==> src/core/fpc_consts.svh <==
/*
  Flash page program controller: field positions, key values,
  address split and range limits.
  Assumes inclusion by the controller and key-detector modules.
*/
`ifndef FPC_CONSTS_SVH
`define FPC_CONSTS_SVH
`define FPC_KEY_MSB 7
`define FPC_KEY_LSB 4
`define FPC_MAP_BIT 3
`define FPC_SEL_MSB 2
`define FPC_SEL_LSB 1
`define FPC_BUSY_BIT 0
`define FPC_KEY_ARM 4'h5
`define FPC_KEY_FIRE 4'hA
`define FPC_HALF_BIT 6
`define FPC_PAGE_LSB 7
`define FPC_PAGE_MSB 15
`define FPC_SIG_TOP 16'h01FF
`define FPC_FUSE_TOP 16'h007F
`endif

==> src/core/fpc_pkg.sv <==
/*
  Types of the flash page program controller.
  Assumes fpc_consts.svh is on the include path.
*/
package fpc_pkg;
  typedef enum logic [1:0] {
    FPC_SP_CODE = 2'h0,
    FPC_SP_SIG = 2'h1,
    FPC_SP_FUSE = 2'h2,
    FPC_SP_RSVD = 2'h3
  } fpc_space_t;
  typedef enum logic [3:0] {
    FPC_ST_IDLE = 4'h1,
    FPC_ST_ERASE = 4'h2,
    FPC_ST_PROG = 4'h4,
    FPC_ST_CLEAR = 4'h8
  } fpc_state_t;
  typedef struct packed {
    logic armed;
    logic launch;
  } fpc_key_st_t;
  typedef struct packed {
    fpc_state_t state;
    logic busy;
    logic map_sel;
    fpc_space_t space;
    fpc_space_t tgt_space;
    logic [8:0] page;
    logic half;
    logic [8:0] tgt_page;
    logic tgt_half;
    logic [5:0] idx;
    logic internal;
    logic err;
    logic [7:0] rdata;
    logic ram_wr;
    logic ram_ext;
    logic [15:0] ram_addr;
    logic [7:0] ram_wdata;
    logic arr_rd;
    fpc_space_t arr_rd_space;
    logic [15:0] arr_rd_addr;
    logic arr_req;
    logic arr_erase;
    fpc_space_t arr_space;
    logic [15:0] arr_addr;
    logic [7:0] arr_wdata;
  } fpc_st_t;
endpackage

==> src/core/fpc_flash_ctrl.sv <==
/*
  Flash page program controller: control register, space mapping,
  buffer loading, key launch, erase/program sequencing, status.
  Assumes a flash array that answers each request with arr_ack,
  programs only zero bits on a program request, and returns read
  data for arr_rd itself. All inputs are synchronous to clock.
*/
// Contract
// - Code area is read-only via code reads; no write path unless mapped.
// - Mapped data writes go to the write-only buffer, else to data RAM.
// - Address bits 6..0 select the byte, bits 15..7 the page.
// - Buffer mapping overrides the external-RAM select for data writes.
// - Space select 00 code, 01 signature, 10 fuses, 11 reserved.
// - Programming launches only after key 5 then key A.
// - First key does nothing; second copies buffer; reserved select ignored.
// - Any other instruction between the two keys aborts the launch.
// - Busy flag is set while programming and cleared by hardware.
// - Brown-out during programming sets the nonvolatile error flag.
// - Buffer holds 64 bytes, one half of a 128-byte page.
// - Buffer takes 1 to 64 bytes; a loaded byte is not reloaded.
// - Buffer and loaded markers clear after every erase or write.
// - Without auto-erase, unloaded bytes untouched; loaded ones program zeros.
// - Auto-erase wipes the whole page first; unloaded bytes end as FFH.
// - Internal launch idles the core; external launch lets software poll.
// - The page of the last buffer write is the programming target.
`timescale 1ns/1ps
`default_nettype none
`include "fpc_consts.svh"
module fpc_flash_ctrl #(
  parameter int BUF_DEPTH = 64,
  parameter int IDX_W = 6
) (
  input wire logic clock, // Core clock, 125 MHz
  input wire logic rst_n, // Synchronous reset
  input wire logic instr_done, // Instruction retired
  input wire logic ctrl_wr, // Control register write
  input wire logic [7:0] ctrl_wdata, // Control write data
  output logic [7:0] ctrl_rdata, // Control readback
  input wire logic xdata_wr, // External-data write
  input wire logic [15:0] xdata_addr, // Pointer address
  input wire logic [7:0] xdata_wdata, // Write data
  input wire logic ext_ram_select, // Aux external-RAM bit
  output logic ram_wr, // Data memory write
  output logic ram_ext, // Write goes off-chip
  output logic [15:0] ram_addr, // Data memory address
  output logic [7:0] ram_wdata, // Data memory data
  input wire logic code_rd, // Code-read request
  input wire logic [15:0] code_addr, // Code-read address
  output logic arr_rd, // Array read strobe
  output fpc_pkg::fpc_space_t arr_rd_space, // Space read
  output logic [15:0] arr_rd_addr, // Address read
  input wire logic auto_page_erase, // Auto-erase enable
  input wire logic exec_internal, // Core runs from on-chip
  input wire logic brown_out, // Supply fault
  input wire logic nv_error_clr, // Clear error flag
  output logic program_in_progress, // Busy flag
  output logic cpu_idle, // Hold core idle
  output logic nv_error, // Programming error flag
  output logic arr_req, // Array request
  output logic arr_erase, // Request is page erase
  output fpc_pkg::fpc_space_t arr_space, // Target space
  output logic [15:0] arr_addr, // Target address
  output logic [7:0] arr_wdata, // Program data
  input wire logic arr_ack // Array request done
);
  import fpc_pkg::*;

  fpc_st_t st_q, st_d;
  logic launch;
  logic buf_wr;
  logic buf_clear;
  logic [7:0] buf_data;
  logic buf_loaded;
  logic [15:0] page_base;
  logic range_ok;
  logic last_idx;
  logic fault;

  fpc_key_seq u_key (
    .clock(clock),
    .rst_n(rst_n),
    .ctrl_wr(ctrl_wr),
    .key(ctrl_wdata[`FPC_KEY_MSB:`FPC_KEY_LSB]),
    .instr_done(instr_done),
    .busy(st_q.busy),
    .launch(launch)
  );

  fpc_page_buf #(
    .DEPTH(BUF_DEPTH),
    .IDX_W(IDX_W),
    .DATA_W(8)
  ) u_buf (
    .clock(clock),
    .rst_n(rst_n),
    .wr_en(buf_wr),
    .wr_idx(xdata_addr[IDX_W-1:0]),
    .wr_data(xdata_wdata),
    .clear(buf_clear),
    .rd_idx(st_q.idx),
    .rd_data(buf_data),
    .rd_loaded(buf_loaded)
  );

  // Buffer is write-only and hidden unless mapped
  assign buf_wr = xdata_wr && st_q.map_sel;
  assign buf_clear = st_q.state == FPC_ST_CLEAR;
  assign page_base = {st_q.page, 7'h00};
  assign last_idx = st_q.idx == IDX_W'(BUF_DEPTH - 1);
  assign fault = brown_out && (st_q.state == FPC_ST_ERASE ||
    st_q.state == FPC_ST_PROG);

  // Targets outside the writable part of a space are refused
  always_comb
  begin
    unique case (st_q.space)
      FPC_SP_CODE: range_ok = 1'b1;
      FPC_SP_SIG: range_ok = page_base <= `FPC_SIG_TOP;
      FPC_SP_FUSE: range_ok = page_base <= `FPC_FUSE_TOP;
      FPC_SP_RSVD: range_ok = 1'b0;
    endcase
  end

  always_comb
  begin
    st_d = st_q;
    st_d.ram_wr = 1'b0;
    st_d.arr_rd = 1'b0;

    // Control register: every write updates mapping and space
    if (ctrl_wr)
    begin
      st_d.map_sel = ctrl_wdata[`FPC_MAP_BIT];
      st_d.space = fpc_space_t'(ctrl_wdata[`FPC_SEL_MSB:`FPC_SEL_LSB]);
    end

    // Data writes: buffer when mapped, data memory otherwise
    if (xdata_wr)
    begin
      if (st_q.map_sel)
      begin
        st_d.page = xdata_addr[`FPC_PAGE_MSB:`FPC_PAGE_LSB];
        st_d.half = xdata_addr[`FPC_HALF_BIT];
      end
      else
      begin
        st_d.ram_wr = 1'b1;
        st_d.ram_ext = ext_ram_select;
        st_d.ram_addr = xdata_addr;
        st_d.ram_wdata = xdata_wdata;
      end
    end

    // Code reads follow the space select; reserved reads nothing
    if (code_rd && st_q.space != FPC_SP_RSVD)
    begin
      st_d.arr_rd = 1'b1;
      st_d.arr_rd_space = st_q.space;
      st_d.arr_rd_addr = code_addr;
    end

    unique case (st_q.state)
      FPC_ST_IDLE:
      begin
        if (launch && range_ok)
        begin
          st_d.tgt_space = st_q.space;
          st_d.tgt_page = st_q.page;
          st_d.tgt_half = st_q.half;
          st_d.internal = exec_internal;
          st_d.idx = '0;
          if (auto_page_erase)
          begin
            st_d.state = FPC_ST_ERASE;
            st_d.arr_req = 1'b1;
            st_d.arr_erase = 1'b1;
            st_d.arr_space = st_q.space;
            st_d.arr_addr = page_base;
          end
          else
            st_d.state = FPC_ST_PROG;
        end
      end
      FPC_ST_ERASE:
      begin
        if (fault)
        begin
          st_d.arr_req = 1'b0;
          st_d.err = 1'b1;
          st_d.state = FPC_ST_CLEAR;
        end
        else if (arr_ack)
        begin
          st_d.arr_req = 1'b0;
          st_d.arr_erase = 1'b0;
          st_d.state = FPC_ST_PROG;
        end
      end
      FPC_ST_PROG:
      begin
        if (fault)
        begin
          st_d.arr_req = 1'b0;
          st_d.err = 1'b1;
          st_d.state = FPC_ST_CLEAR;
        end
        else if (st_q.arr_req)
        begin
          if (arr_ack)
          begin
            st_d.arr_req = 1'b0;
            st_d.idx = st_q.idx + 1'b1;
            if (last_idx)
              st_d.state = FPC_ST_CLEAR;
          end
        end
        else if (buf_loaded)
        begin
          // Only loaded bytes go out; the array keeps the zero bits
          st_d.arr_req = 1'b1;
          st_d.arr_erase = 1'b0;
          st_d.arr_space = st_q.tgt_space;
          st_d.arr_addr = {st_q.tgt_page, st_q.tgt_half, st_q.idx};
          st_d.arr_wdata = buf_data;
        end
        else
        begin
          // Unloaded bytes are skipped: old data or erased FFH stays
          st_d.idx = st_q.idx + 1'b1;
          if (last_idx)
            st_d.state = FPC_ST_CLEAR;
        end
      end
      FPC_ST_CLEAR:
        st_d.state = FPC_ST_IDLE;
    endcase

    // A fault in the same cycle as the clear keeps the flag set
    if (nv_error_clr && !(fault && !st_q.err))
      st_d.err = 1'b0;
    if (fault)
      st_d.err = 1'b1;

    st_d.busy = st_d.state != FPC_ST_IDLE;
    // Launch mode drops with busy so the core hold is a plain flop
    st_d.internal = st_d.internal && st_d.busy;
    st_d.rdata = {4'h0, st_d.map_sel, st_d.space, st_d.busy};
  end

  always_ff @(posedge clock)
  begin
    if (!rst_n)
    begin
      st_q <= '0;
      st_q.state <= FPC_ST_IDLE;
    end
    else
      st_q <= st_d;
  end

  assign ctrl_rdata = st_q.rdata;
  assign ram_wr = st_q.ram_wr;
  assign ram_ext = st_q.ram_ext;
  assign ram_addr = st_q.ram_addr;
  assign ram_wdata = st_q.ram_wdata;
  assign arr_rd = st_q.arr_rd;
  assign arr_rd_space = st_q.arr_rd_space;
  assign arr_rd_addr = st_q.arr_rd_addr;
  assign program_in_progress = st_q.busy;
  assign cpu_idle = st_q.internal;
  assign nv_error = st_q.err;
  assign arr_req = st_q.arr_req;
  assign arr_erase = st_q.arr_erase;
  assign arr_space = st_q.arr_space;
  assign arr_addr = st_q.arr_addr;
  assign arr_wdata = st_q.arr_wdata;
endmodule // fpc_flash_ctrl
`default_nettype wire

==> src/core/fpc_key_seq.sv <==
/*
  Launch-key detector: arms on the first key, fires on the second.
  Assumes instr_done pulses once per retired instruction.
*/
`timescale 1ns/1ps
`default_nettype none
`include "fpc_consts.svh"
module fpc_key_seq (
  input wire logic clock, // Core clock
  input wire logic rst_n, // Synchronous reset
  input wire logic ctrl_wr, // Control register write
  input wire logic [3:0] key, // Launch-key field
  input wire logic instr_done, // Instruction retired
  input wire logic busy, // Programming in progress
  output logic launch // One-cycle launch
);
  import fpc_pkg::*;
  fpc_key_st_t st_q, st_d;
  always_comb
  begin
    st_d = st_q;
    st_d.launch = 1'b0;
    if (ctrl_wr && key == `FPC_KEY_ARM)
      st_d.armed = 1'b1;
    else if (ctrl_wr && key == `FPC_KEY_FIRE && st_q.armed)
    begin
      st_d.armed = 1'b0;
      st_d.launch = !busy;
    end
    else if (ctrl_wr || instr_done)
      st_d.armed = 1'b0;
  end
  always_ff @(posedge clock)
  begin
    if (!rst_n)
      st_q <= '0;
    else
      st_q <= st_d;
  end
  assign launch = st_q.launch;
endmodule // fpc_key_seq
`default_nettype wire

==> src/core/fpc_page_buf.sv <==
/*
  Half-page buffer with per-byte loaded markers, write once.
  Assumes clear is a one-cycle pulse from the sequencer.
*/
`timescale 1ns/1ps
`default_nettype none
module fpc_page_buf #(
  parameter int DEPTH = 64,
  parameter int IDX_W = 6,
  parameter int DATA_W = 8
) (
  input wire logic clock, // Core clock
  input wire logic rst_n, // Synchronous reset
  input wire logic wr_en, // Byte load
  input wire logic [IDX_W-1:0] wr_idx, // Load offset
  input wire logic [DATA_W-1:0] wr_data, // Load data
  input wire logic clear, // Drop all contents
  input wire logic [IDX_W-1:0] rd_idx, // Read offset
  output logic [DATA_W-1:0] rd_data, // Read data
  output logic rd_loaded // Read entry loaded
);
  typedef struct packed {
    logic [DEPTH-1:0][DATA_W-1:0] data;
    logic [DEPTH-1:0] loaded;
  } fpc_buf_st_t;
  fpc_buf_st_t st_q, st_d;
  logic [DEPTH-1:0][DATA_W-1:0] data_nx;
  logic [DEPTH-1:0] loaded_nx;
  genvar gi;
  generate
    for (gi = 0; gi < DEPTH; gi++)
    begin : g_entry
      logic hit;
      assign hit = wr_en && wr_idx == IDX_W'(gi) && !st_q.loaded[gi];
      assign loaded_nx[gi] = !clear && (st_q.loaded[gi] || hit);
      assign data_nx[gi] = clear ? '1 : hit ? wr_data : st_q.data[gi];
    end
  endgenerate
  always_comb
  begin
    st_d.data = data_nx;
    st_d.loaded = loaded_nx;
  end
  always_ff @(posedge clock)
  begin
    if (!rst_n)
      st_q <= '1 ^ {{(DEPTH*DATA_W){1'b0}}, {DEPTH{1'b1}}};
    else
      st_q <= st_d;
  end
  assign rd_data = st_q.data[rd_idx];
  assign rd_loaded = st_q.loaded[rd_idx];
endmodule // fpc_page_buf
`default_nettype wire

==> config.mk <==
export PLATFORM = sky130hd
export DESIGN_NAME = fpc_flash_ctrl
export DESIGN_NICKNAME = d
export VERILOG_FILES = /design/src/core/fpc_pkg.sv /design/src/core/fpc_flash_ctrl.sv /design/src/core/fpc_key_seq.sv /design/src/core/fpc_page_buf.sv
export VERILOG_INCLUDE_DIRS = /design/src /design/src/core
export SDC_FILE = /design/constraint.sdc
export NUM_CORES = 2
export LEC_CHECK = 0
export ABC_AREA = 0
export BUFFER_PORTS_ARGS = -buffer_cell sky130_fd_sc_hd__buf_2
export CAP_MARGIN = 20
export CORE_UTILIZATION = 50
export CTS_BUF_LIST = sky130_fd_sc_hd__clkbuf_4 sky130_fd_sc_hd__clkbuf_8 sky130_fd_sc_hd__clkbuf_16
export DETAILED_ROUTE_END_ITERATION = 7
export GPL_TIMING_DRIVEN = 0
export HOLD_SLACK_MARGIN = 0.06
export PLACE_DENSITY_LB_ADDON = 0.15
export RECOVER_POWER = 25
export SLEW_MARGIN = 15
export SYNTH_ARGS = -nofsm -noshare
export SYNTH_HDL_FRONTEND = slang
export SYNTH_SLANG_ARGS = --single-unit
==> constraint.sdc <==
create_clock -name clock -period 2.25 [get_ports clock]
set_input_delay 0.45 -clock clock [delete_from_list [all_inputs] [get_ports clock]]
set_output_delay 0.45 -clock clock [all_outputs]
set_load 0.02 [all_outputs]
==> flow_metrics.tcl <==
set metrics [dict create \
    synth.top_cell.area_share_pct 45.6 \
    cts_tree "done" \
    area_growth_pct 21.4 \
    netlist_top_cells_area "dfxtp_1, nand2_1, nand3_1" \
    synth.avg_cell_area_sq_um 8.35 \
    antenna_found_initial 4 \
    final-setup-viol-count 453 \
    ys.flop_type "dfxtp_1" \
    cp_common_cell "buf_12" \
    h-tree-depth 3 \
    worst_pin_slew_ns 1.13 \
    fmax_mhz 357 \
    start_kind "flip-flop" \
    die_h_um 248 \
    drt_pre_antenna_iters 8 \
    synth_top_area_cell "dfxtp_1" \
    postRouteAntennaNets 0 \
    root_buffer "clkbuf_16" \
    rows 89 \
    syn_area_sq_um 30300 \
    cts_buffers 76 \
    io_buffer_count 128 \
    skew_ns 0.0287 \
    critPathArrivalTime_ns 3.31 \
    vias 28607 \
    wl_mm 111 \
    rsz0062_at_grt "yes" \
    numClockSinks 689 \
    ys_warn_count 0 \
    die-area_sq_um 61500 \
    grt.total_usage_pct 35.6 \
    slew_headroom_pct 24.8 \
    hold_path.class "input pin to flip-flop" \
    setup_tns_ns -74.52 \
    ir_drop_uv 668 \
    ys_seq_area_share_pct 45.6 \
    clk_latency_ns 0.63 \
    crit_fanout 7 \
    outcome "complete, but fails checks" \
    slowest_delay_ns 0.55 \
    finalNetCount 3948 \
    path_clk_slew_ns 0.06 \
    synth_edf_count 0 \
    fin_crit_sh_pct 124 \
    worst_slack_ns -0.548 \
    synth_seq_cells 689 \
    core-area_sq_um 59500 \
    worstSetupPathType "flip-flop to flip-flop" \
    max-cap-violations 0 \
    detailedPlace.worstSlack_ns -1.37 \
    violations "negative setup slack" \
    drc_errors 0 \
    grt_max_degree 13 \
    grt_pass1_wl_mm 164 \
    start_util_pct 50.9 \
    p_per_area_nw_per_um2 717 \
    pin_count 144 \
    report.final.slew_viol_count 0 \
    drt-initial-drc-count 4237 \
    crit_buf_inv 5 \
    yosys.cell_types.count 60 \
    hold_viol 0 \
    async_reset_ff_share_pct 0 \
    slowest_stage "mux4_2" \
    routabilityCongestion 0.998 \
    die_width_um 248 \
    viasPerCell 6.06 \
    synthCells 3626 \
    endpoint_kind "flip-flop" \
    dp_hpwl_mm 77.5 \
    final_layout_size_suffix_gt1_share_pct 18.4 \
    clk_path_buf_depth 3 \
    crit_chain "buf_8 -> buf_12 -> buf_6 -> mux4_2 -> a221oi_4 -> a2bb2oi_4 -> nor3_4 -> buf_12 -> clkbuf_16 -> mux2i_1 -> nor2b_1" \
    routedWlPerCell_um 23.4 \
    critical_path_required_ns 2.76 \
    grt_overflow_total 0 \
    finalCriticalPeriod_ns 2.80 \
    critPathTopFamily "buffers and inverters" \
    power_leakage_nw 15.0 \
    grt_pass1_vias 26040 \
]
==> report_power, final <==
group / leakage (nW) / total, mW / switching (mW) / internal [mW]
Clock: 1.30 / 12.8 / 5.18 / 7.65
Sequential: 5.58 / 12.3 / 0.0443 / 12.3
Combinational: 8.13 / 1.19 / 0.872 / 0.316
==> layer usage <==
metal | routed length (um) | vias up | share of wire, % | GRT usage (%)
met3 | 12600 | 302 | 11 | 7.82
met2 | 48200 | 1671 | 44 | 53.5
met1 | 44500 | 13801 | 40 | 48.6
met4 | 5270 | 0 | 4.8 | 16.5
met5 | 0 | - | 0 | 0
li1 | - | 12833 | - | -
==> worst register-to-register path, delay by kind of cell (launching register included) <==
kind / cells / cell delay, ns
DFF: 1 / 0.35
AOI/OAI and AO/OA: 2 / 0.55
buffers and inverters: 5 / 0.75
muxes: 2 / 0.74
and+or+nand+nor: 2 / 0.30
==> registers in the layout, summed over array words and instances (netlist names), 2 cells and up <==
register      flops
arr_addr         16
arr_rd_addr      16
arr_rd_space      2
arr_space         2
arr_wdata         8
ctrl_rdata        2
page_base         9
ram_addr         16
ram_wdata         8
st_q             25
u_buf.st_q      576
==> placed cells by master, fill, tap and decap left out, types with 59 or more instances in the layout <==
cell type  Yosys  layout
nand2_1     1185    1180
dfxtp_1      689     688
nand3_1      528     523
clkbuf_1     244     235
mux4_2       112     112
mux2i_1      134     106
buf_4         85     106
nor2_1        86      86
clkbuf_16      0      79
a21oi_1       75      73
or3_1         70      68
clkbuf_2       0      60
buf_2         14      59
==> timing repair <==
action	CTS	global route
hold endpoints to repair	3	0
gates resized for setup	354	78
endpoints found under the setup margin	559	491
gates cloned	3	1
setup buffers	32	13
hold buffers	3	0
pin swaps	29	11
==> stage by stage <==
stage | total power [mW] | hold slack, ns | utilization (%) | cells | instance area (sq um)
floorplan | 13.2 | 0.431 | - | 3629 | 30300
global placement | 13.7 | 0.438 | 53.7 | 4530 | 31900
detailed placement | 13.7 | 0.447 | 53.9 | 4542 | 32100
CTS | 26.3 | 0.0613 | 61.3 | 4712 | 36500
global route | 26.9 | 0.0684 | 61.8 | 4720 | 36700
finish | 26.3 | 0.0763 | 61.8 | 4721 | 36700
==> path summary, 6_finish.rpt <==
check	start	end	slack, ns	depth (start not counted)
max	st_q[83]	arr_wdata[6]	-0.55	11
min	code_addr[10]	arr_rd_addr[10]	0.08	3
max reg2reg	st_q[83]	arr_wdata[6]	-0.55	11
min reg2reg	arr_addr[11]	arr_addr[11]	0.45	2
==> logic make-up (layout without fill, tap and decap cells) <==
| family | count (synthesis) | after routing | share of synthesized area [%] |
|---|---|---|---|
| AO/OA/AOI/OAI | 278 | 278 | 6.49 |
| XOR/XNOR | 1 | 1 | 0.0289 |
| adder cells (fa/ha/maj) | 1 | 1 | 0.0413 |
| buffers and inverters | 383 | 699 | 6.09 |
| flip-flops | 689 | 689 | 45.6 |
| multiplexers | 246 | 246 | 12.8 |
| other | 1 | 7 | 0.0124 |
| AND/OR/NAND/NOR | 2027 | 2027 | 29.0 |
==> cells in the mapped netlist, types with 2 or more instances <==
cell and count:
nand4_1 2, nor3_1 80, or2_2 2, mux2i_1 134, a21oi_1 75, nand2_1 1185
a22oi_1 7, and2_1 6, o221ai_1 39, nor2b_1 45, a21boi_0 52, o21a_1 2
dfxtp_1 689, inv_1 7, mux4_2 112, buf_2 14, nand2b_1 8, buf_6 9
nor4_1 3, clkbuf_1 244, nand3_1 528, buf_4 85, or3_1 70, o31ai_1 2
buf_1 24, nor2_1 86, a2111oi_0 2, a211oi_1 15, o32a_1 7, a21boi_1 8
and3_1 4, a22o_1 12, o21ai_0 17, o221a_2 2, o22ai_1 24
==> final cells by class <==
type | instances | area (sq um)
fillers | 5229 | 22700
multi-input cells | 2557 | 15900
flip-flops and latches | 689 | 13800
clock buffers | 122 | 2390
plain buffers | 364 | 2180
repair buffers | 192 | 1310
well taps | 773 | 967
clock inverters | 14 | 171
inverters | 7 | 26.3
diodes | 3 | 7.51
Power figures use the tool's default switching activity.
